`src/ssa_pkg.sv`:
```
// constants and types for the serial step attenuator control block
// assumes one reference clock domain; all link pins are sampled by it
`default_nettype none

package ssa_pkg;

  // frame layout
  localparam int unsigned FRAME_BITS  = 16;
  localparam int unsigned CNT_W       = 5;
  localparam logic [CNT_W-1:0] CNT_FULL = 5'h10;
  localparam int unsigned DATA_LSB    = 0;
  localparam int unsigned DATA_MSB    = 7;
  localparam int unsigned CHIP_LSB    = 8;
  localparam int unsigned CHIP_MSB    = 10;
  localparam int unsigned REG_LSB     = 12;
  localparam int unsigned REG_MSB     = 15;

  // chip address of this device is fixed
  localparam logic [2:0] CHIP_ADDR    = 3'h0;

  // register addresses
  localparam logic [3:0] ADDR_PRIMARY = 4'h0;
  localparam logic [3:0] ADDR_SETUP   = 4'h1;
  localparam logic [3:0] ADDR_FAST    = 4'h2;

  // attenuation word: 7 bits of 0.25 dB cells
  localparam int unsigned ATT_W       = 7;
  localparam int unsigned REG_W       = 8;
  localparam logic [REG_W-1:0] PRIMARY_RST = 8'h7F;
  localparam logic [REG_W-1:0] SETUP_RST   = 8'h00;
  localparam logic [REG_W-1:0] FAST_RST    = 8'h7F;
  localparam logic [ATT_W-1:0] ATT_MAX     = 7'h7F;

  // setup register fields
  localparam int unsigned SETUP_PTR_BIT = 0;
  localparam int unsigned SETUP_EN_BIT  = 1;

  // synchroniser lane order and reset levels (strobe idles high)
  localparam int unsigned SYNC_W      = 4;
  localparam int unsigned LANE_CLK    = 0;
  localparam int unsigned LANE_DATA   = 1;
  localparam int unsigned LANE_STROBE = 2;
  localparam int unsigned LANE_FAST   = 3;
  localparam logic [SYNC_W-1:0] SYNC_RST = 4'h4;

  // link sequencer states
  typedef enum logic [1:0] {
    SSA_IDLE,
    SSA_SHIFT,
    SSA_ARMED
  } ssa_state_e;

endpackage : ssa_pkg

`default_nettype wire

```
`src/ssa_sync.sv`:
```
// three-stage pin synchroniser with agreement filter
// assumes inputs are asynchronous to i_clk; reset already synchronised
`default_nettype none

module ssa_sync (
  input  wire logic                      i_clk,    // reference clock
  input  wire logic                      i_rst_n,  // synchronised reset, active low
  input  wire logic [ssa_pkg::SYNC_W-1:0] i_pins,  // raw pin levels
  output var  logic [ssa_pkg::SYNC_W-1:0] o_level  // filtered levels
);
  import ssa_pkg::*;

  logic [SYNC_W-1:0] stage1;
  logic [SYNC_W-1:0] stage2;
  logic [SYNC_W-1:0] stage3;
  wire  [SYNC_W-1:0] agree;

  // stage1 feeds stage2 only, to keep metastability contained
  always_ff @(posedge i_clk or negedge i_rst_n) begin
    if (!i_rst_n) begin
      stage1 <= SYNC_RST;
      stage2 <= SYNC_RST;
      stage3 <= SYNC_RST;
    end else begin
      stage1 <= i_pins;
      stage2 <= stage1;
      stage3 <= stage2;
    end
  end

  // per lane: a change counts once stage2 and stage3 agree
  genvar g;
  generate
    for (g = 0; g < SYNC_W; g++) begin : g_lane
      assign agree[g] = ~(stage2[g] ^ stage3[g]);
      always_ff @(posedge i_clk or negedge i_rst_n) begin
        if (!i_rst_n) begin
          o_level[g] <= SYNC_RST[g];
        end else if (agree[g]) begin
          o_level[g] <= stage3[g];
        end
      end
    end
  endgenerate

endmodule : ssa_sync

`default_nettype wire

```
`src/ssa_top.sv`:
```
// serial write-only control of the step attenuator
// assumes serial clock, data, strobe and fast-select pin are asynchronous
// pins; the serial clock must be well below a quarter of the 20 MHz clock
`default_nettype none

module ssa_top (
  input  wire logic                     i_ref_clk,        // 20 MHz reference clock
  input  wire logic                     i_nrst,           // power-on reset, active low
  input  wire logic                     i_ser_clk,        // serial clock pin
  input  wire logic                     i_ser_data,       // serial data pin
  input  wire logic                     i_latch_strobe,   // latch strobe pin
  input  wire logic                     i_fast_select_pin, // fast-select pin
  output var  logic [ssa_pkg::ATT_W-1:0] o_atten_word,    // word to attenuator core
  output var  logic                     o_fast_active,    // fast word is applied
  output var  logic                     o_fast_enable,    // setup enable bit
  output var  logic                     o_write_pulse,    // one cycle per accepted write
  output var  logic                     o_write_dropped   // one cycle per full frame that hits no register
);
  import ssa_pkg::*;

  // reset release through two flops
  logic rst_meta;
  logic rst_n;

  // assertion is asynchronous, release lines up with the clock
  always_ff @(posedge i_ref_clk or negedge i_nrst) begin
    if (!i_nrst) begin
      rst_meta <= 1'b0;
      rst_n    <= 1'b0;
    end else begin
      rst_meta <= 1'b1;
      rst_n    <= rst_meta;
    end
  end

  // pin sampling
  wire  [SYNC_W-1:0] raw_pins;
  logic [SYNC_W-1:0] pin_level;
  logic [SYNC_W-1:0] pin_prev;

  assign raw_pins[LANE_CLK]    = i_ser_clk;
  assign raw_pins[LANE_DATA]   = i_ser_data;
  assign raw_pins[LANE_STROBE] = i_latch_strobe;
  assign raw_pins[LANE_FAST]   = i_fast_select_pin;

  ssa_sync u_sync (
    .i_clk   (i_ref_clk),
    .i_rst_n (rst_n),
    .i_pins  (raw_pins),
    .o_level (pin_level)
  );

  // previous filtered levels for edge finding
  always_ff @(posedge i_ref_clk or negedge rst_n) begin
    if (!rst_n) begin
      pin_prev <= SYNC_RST;
    end else begin
      pin_prev <= pin_level;
    end
  end

  // edges and levels of the filtered link signals
  wire clk_rise    = pin_level[LANE_CLK] & ~pin_prev[LANE_CLK];
  wire strobe_rise = pin_level[LANE_STROBE] & ~pin_prev[LANE_STROBE];
  wire strobe_fall = ~pin_level[LANE_STROBE] & pin_prev[LANE_STROBE];
  wire strobe_low  = ~pin_level[LANE_STROBE];
  wire ser_bit     = pin_level[LANE_DATA];
  wire fast_pin    = pin_level[LANE_FAST];

  // frame shifter
  ssa_state_e            state;
  ssa_state_e            next_state;
  logic [FRAME_BITS-1:0] shift_reg;
  logic [CNT_W-1:0]      bit_cnt;

  // bits are only taken while the strobe is low
  wire take_bit  = clk_rise & strobe_low & (state == SSA_SHIFT);
  wire cnt_full  = (bit_cnt == CNT_FULL);
  wire commit    = (state == SSA_ARMED) & strobe_fall;

  // lsb first: new bit enters at the top, data byte settles low
  wire [FRAME_BITS-1:0] next_shift = {ser_bit, shift_reg[FRAME_BITS-1:1]};

  // counter saturates so extra clocks keep the last 16 bits
  wire [CNT_W-1:0] next_cnt_inc = cnt_full ? bit_cnt : bit_cnt + 5'h01;

  // sequencer: low strobe opens, rise arms, fall commits
  always_comb begin
    next_state = state;
    case (state)
      SSA_IDLE: begin
        if (strobe_low) begin
          next_state = SSA_SHIFT;
        end
      end
      SSA_SHIFT: begin
        if (strobe_rise) begin
          next_state = cnt_full ? SSA_ARMED : SSA_IDLE;
        end
      end
      SSA_ARMED: begin
        if (strobe_fall) begin
          next_state = SSA_SHIFT;
        end
      end
      default: begin
        next_state = SSA_IDLE;
      end
    endcase
  end

  // sequencer state
  always_ff @(posedge i_ref_clk or negedge rst_n) begin
    if (!rst_n) begin
      state <= SSA_IDLE;
    end else begin
      state <= next_state;
    end
  end

  // shift register and bit count; the count clears outside the shift state
  always_ff @(posedge i_ref_clk or negedge rst_n) begin
    if (!rst_n) begin
      shift_reg <= '0;
      bit_cnt   <= '0;
    end else if (take_bit) begin
      shift_reg <= next_shift;
      bit_cnt   <= next_cnt_inc;
    end else if (state != SSA_SHIFT) begin
      bit_cnt <= '0;
    end
  end

  // address decode
  wire [REG_W-1:0] frame_data = shift_reg[DATA_MSB:DATA_LSB];
  wire [2:0]       frame_chip = shift_reg[CHIP_MSB:CHIP_LSB];
  wire [3:0]       frame_reg  = shift_reg[REG_MSB:REG_LSB];

  // one register hit, used for each of the three targets
  function automatic logic reg_hit(input logic [2:0] chip,
                                   input logic [3:0] addr,
                                   input logic [3:0] target);
    reg_hit = (chip == CHIP_ADDR) && (addr == target);
  endfunction : reg_hit

  wire hit_primary = commit & reg_hit(frame_chip, frame_reg, ADDR_PRIMARY);
  wire hit_setup   = commit & reg_hit(frame_chip, frame_reg, ADDR_SETUP);
  wire hit_fast    = commit & reg_hit(frame_chip, frame_reg, ADDR_FAST);
  wire hit_any     = hit_primary | hit_setup | hit_fast;
  // any other chip or register address falls through untouched
  wire miss        = commit & ~hit_any;

  // register file, write only
  logic [REG_W-1:0] primary_attenuation;
  logic [REG_W-1:0] feature_setup;
  logic [REG_W-1:0] fast_select_attenuation;

  // power-on value puts the primary word at full attenuation
  always_ff @(posedge i_ref_clk or negedge rst_n) begin
    if (!rst_n) begin
      primary_attenuation <= PRIMARY_RST;
    end else if (hit_primary) begin
      primary_attenuation <= frame_data;
    end
  end

  // setup clears on power-on, so fast select starts disabled
  always_ff @(posedge i_ref_clk or negedge rst_n) begin
    if (!rst_n) begin
      feature_setup <= SETUP_RST;
    end else if (hit_setup) begin
      feature_setup <= frame_data;
    end
  end

  // fast word also starts at full attenuation until written
  always_ff @(posedge i_ref_clk or negedge rst_n) begin
    if (!rst_n) begin
      fast_select_attenuation <= FAST_RST;
    end else if (hit_fast) begin
      fast_select_attenuation <= frame_data;
    end
  end

  // core word selection
  // pointer bit is stored but only the register source is supported
  wire fast_en  = feature_setup[SETUP_EN_BIT];
  wire use_fast = fast_en & fast_pin;
  // bit 7 is unused; the low 7 bits are the 0.25 dB cell count
  wire [ATT_W-1:0] primary_word = primary_attenuation[ATT_W-1:0];
  wire [ATT_W-1:0] fast_word    = fast_select_attenuation[ATT_W-1:0];
  // pin high and enabled picks the fast word, else the primary word
  wire [ATT_W-1:0] next_atten   = use_fast ? fast_word : primary_word;

  // core word registered; a primary write shows two cycles after commit
  always_ff @(posedge i_ref_clk or negedge rst_n) begin
    if (!rst_n) begin
      o_atten_word <= ATT_MAX;
    end else begin
      o_atten_word <= next_atten;
    end
  end

  // source status, registered alongside the word so they move together
  always_ff @(posedge i_ref_clk or negedge rst_n) begin
    if (!rst_n) begin
      o_fast_active <= 1'b0;
      o_fast_enable <= 1'b0;
    end else begin
      o_fast_active <= use_fast;
      o_fast_enable <= fast_en;
    end
  end

  // write status pulses, one cycle per committed frame
  always_ff @(posedge i_ref_clk or negedge rst_n) begin
    if (!rst_n) begin
      o_write_pulse   <= 1'b0;
      o_write_dropped <= 1'b0;
    end else begin
      o_write_pulse   <= hit_any;
      o_write_dropped <= miss;
    end
  end

endmodule : ssa_top

`default_nettype wire

```
`config.mk`:
```
export PLATFORM = sky130hd
export DESIGN_NAME = ssa_top
export DESIGN_NICKNAME = d
export VERILOG_FILES = /design/src/ssa_pkg.sv /design/src/ssa_sync.sv /design/src/ssa_top.sv
export SDC_FILE = /design/constraint.sdc
export NUM_CORES = 1
export LEC_CHECK = 0
export ABC_CLOCK_PERIOD_IN_PS = 3700
export BUFFER_PORTS_ARGS = -buffer_cell sky130_fd_sc_hd__buf_2
export CORE_MARGIN = 8
export CORE_UTILIZATION = 40
export CTS_CLUSTER_DIAMETER = 80
export DETAILED_ROUTE_END_ITERATION = 10
export GPL_TIMING_DRIVEN = 1
export PLACE_DENSITY = 0.63
export SKIP_LAST_GASP = 1
export SLEW_MARGIN = 30
export SYNTH_ARGS = -nofsm -noshare
export SYNTH_HDL_FRONTEND = slang
export SYNTH_SLANG_ARGS = --single-unit
```
`constraint.sdc`:
```
create_clock -name i_ref_clk -period 3.7 [get_ports i_ref_clk]
set_input_delay 0 -clock i_ref_clk [delete_from_list [all_inputs] [get_ports i_ref_clk]]
set_output_delay 0 -clock i_ref_clk [all_outputs]
set_load 0.02 [all_outputs]
```
==> reports/qor.csv <==
stage;metric;value;unit
timing;Final Setup Violations;0;
drt;top sig layer;met4;
logic_synthesis;Synth cell types;32;
status;status;finished, final reports clean;
logic_synthesis;Yosys top cell by area;dfrtp_1;
drt;Iter 0 DRT Violations;54;
logic_synthesis;count leader, synth;dfrtp_1;
cts;Clock Path Buffers;2;
drt;DRC;0;
placement;GPL Wtd Cong;0.692;
logic_synthesis;Post-synth EDFFs;0;
grt;Total Routing Usage GR;0.101;
grt;largest net degree at the start of global routing;46;
cts;CTS tree;built;
layout;post-route cell area;2990;um2
layout;max reg flops;16;
timing;period utilization;0.575;
grt;Congestion Overflow GR;0;
placement;DP HPWL;2750;um
logic_synthesis;top post-synthesis cells by area;dfrtp_1 42%, dfstp_2 26%, mux2_2 17%, maj3_1 1.5%, ha_1 0.97%;
layout;Layout area overhead;15.7;%
timing;worst slew pin tran;0.704;ns
cts;root buf cell;clkbuf_8;
cts;H-tree levels;3;
floorplanning;initial core utilization;0.409;
layout;share of cells above drive strength 1;0.520;
timing;min Tclk post-route;2.13;ns
layout;Ant. Diodes;0;
logic_synthesis;mapped cell area;2580;um2
logic_synthesis;Top FF cell, synth;dfrtp_1;
cts;Clock transition at path regs;0.08;ns
drt;met2 WL;2050;um
logic_synthesis;Syn Inst Count;163;
logic_synthesis;Seq/Total Area, Yosys;0.681;
logic_synthesis;YS warnings;0;
layout;Nets;201;
floorplanning;FP Rows;29;
floorplanning;die area;9290;um2
floorplanning;Die Y;96.4;um
drt;final WL;4030;um
grt;first-pass GRT wire length;6980;um
cts;clock sink count;69;
drt;DRT Pass-1 Iters;4;
power_and_ir_drop;total power;1.58;mW
grt;initial antenna violation count;0;
setup_path;CP Max Fanout;7;
setup_path;CP Data Required Time;3.97;ns
cts;Setup Fix Bufs, Post-CTS;0;
drt;Final ANT Viol Nets;0;
cts;CTS buffer count;9;
drt;met3 routed WL;212;um
timing;RSZ-0062 raised after global routing;no;
grt;vias in the first global route;1473;
timing;Max Slew Vio Count;0;
floorplanning;Std-Cell Core Area;6310;um2
drt;vias;1358;
logic_synthesis;post-synth net total;171;
cts;hold_buf cts;6;
logic_synthesis;Synth async-reset ratio;1.00;
timing;Slew HR;0.524;
power_and_ir_drop;total power divided by cell area;528;nW/um2
flow_run;max_cap viols;0;
drt;vias per inst;4.94;
timing;Max Fclk;0.470;GHz
setup_path;Worst Setup End Kind;register;
floorplanning;die width;96.4;um
logic_synthesis;synth cell count leaders;43 x dfrtp_1, 39 x mux2_2, 26 x dfstp_2, 5 x nand2_1;
setup_path;crit path DAT;2.39;ns
min_path;Hold Crit Class;register to async pin;
timing;Final Hold Viols;0;
cts;worst skew pair latency;0.34;ns
power_and_ir_drop;Leak;1.36;nW
placement;I/O Buffers;16;
power_and_ir_drop;peak supply drop;0.326;mV
drt;WL met1;1690;um
logic_synthesis;Synth top area share;0.416;
logic_synthesis;flop and latch count out of synthesis;69;
placement;area post-placement;2750;um2
setup_path;Setup crit start kind;register;
floorplanning;Ports;17;
timing;clk_skew;0.00945;ns
timing;setup TNS;0;ns
cts;CTS resizes;0;
logic_synthesis;Mean Syn Cell Area;15.9;um2
setup_path;Setup CP Type;register to register;
drt;Routed wire per std cell;14.6;um
cell families after synthesis:
kind of cell | synth area share
DFF | 0.681
muxes | 0.170
and+or+nand+nor | 0.0823
AOI/OAI and AO/OA | 0.0271
buffers and inverters | 0.0131
adders and majority gates | 0.0252
other | 0.00145
critical path, cell delays in order, from the launching register on:
cell and delay (ns):
dfrtp_1 0.40, or4_1 0.66, nor4_4 0.58, mux2_2 0.41
final timing paths:
path / start / endpoint / slack [ns] / cells after the start
setup / recovery: shift_reg[10] / fast_select_attenuation[0] / 1.57 / 3
hold / removal: rst_n / u_sync.stage2[0] / 0.24 / 0
setup reg to reg: shift_reg[10] / fast_select_attenuation[0] / 1.57 / 3
min in group i_ref_clk: i_ser_data / u_sync.stage1[1] / 0.29 / 2
max in group asynchronous: rst_n / o_atten_word[1] / 2.51 / 1
hold reg to reg: rst_n / u_sync.stage2[0] / 0.24 / 0
power breakdown:
| part | switching (mW) | internal [mW] | total, mW |
|---|---|---|---|
| Sequential | 0.0666 | 0.818 | 0.885 |
| Combinational | 0.0653 | 0.0782 | 0.143 |
| Clock | 0.298 | 0.253 | 0.551 |
cells in the final DEF (no fill, tap or decap), types with 3 or more instances in the layout:
| cell type | instances |
|---|---|
| dfrtp_1 | 42 |
| mux2_2 | 39 |
| dfstp_2 | 26 |
| buf_2 | 16 |
| clkbuf_8 | 9 |
| dlygate4sd3_1 | 6 |
| nand2_1 | 5 |
| inv_6 | 5 |
| inv_1 | 4 |
| maj3_1 | 4 |
| nor2_1 | 3 |
| nand2b_1 | 3 |
| o21ai_0 | 3 |
| a21oi_1 | 3 |
routing by layer:
layer | track usage | vias to the layer above
met5 | 0 | -
met2 | 0.166 | 19
li1 | - | 644
met4 | 0.0416 | 0
met1 | 0.108 | 687
met3 | 0.0502 | 8
metrics by stage:
stage	utilization	std cells	hold WS [ns]	worst slack (ns)
after floorplan	-	163	-0.296	1.68
after global placement	0.436	253	-0.215	1.64
after detailed placement	0.436	253	-0.214	1.59
after CTS	0.474	275	0.253	1.56
after global routing	0.474	275	0.271	1.49
final	0.474	275	0.242	1.57
layout make-up:
| class | count | area (um2) |
|---|---|---|
| Inverter | 4 | 15.0 |
| Fill cell | 565 | 3320 |
| Multi-Input combinational cell | 86 | 791 |
| Clock inverter | 7 | 56.3 |
| Clock buffer | 9 | 124 |
| Sequential cell | 69 | 1760 |
| Timing Repair Buffer | 23 | 148 |
| Tap cell | 77 | 96.3 |
Note: power is estimated with default switching activity, not from simulation.
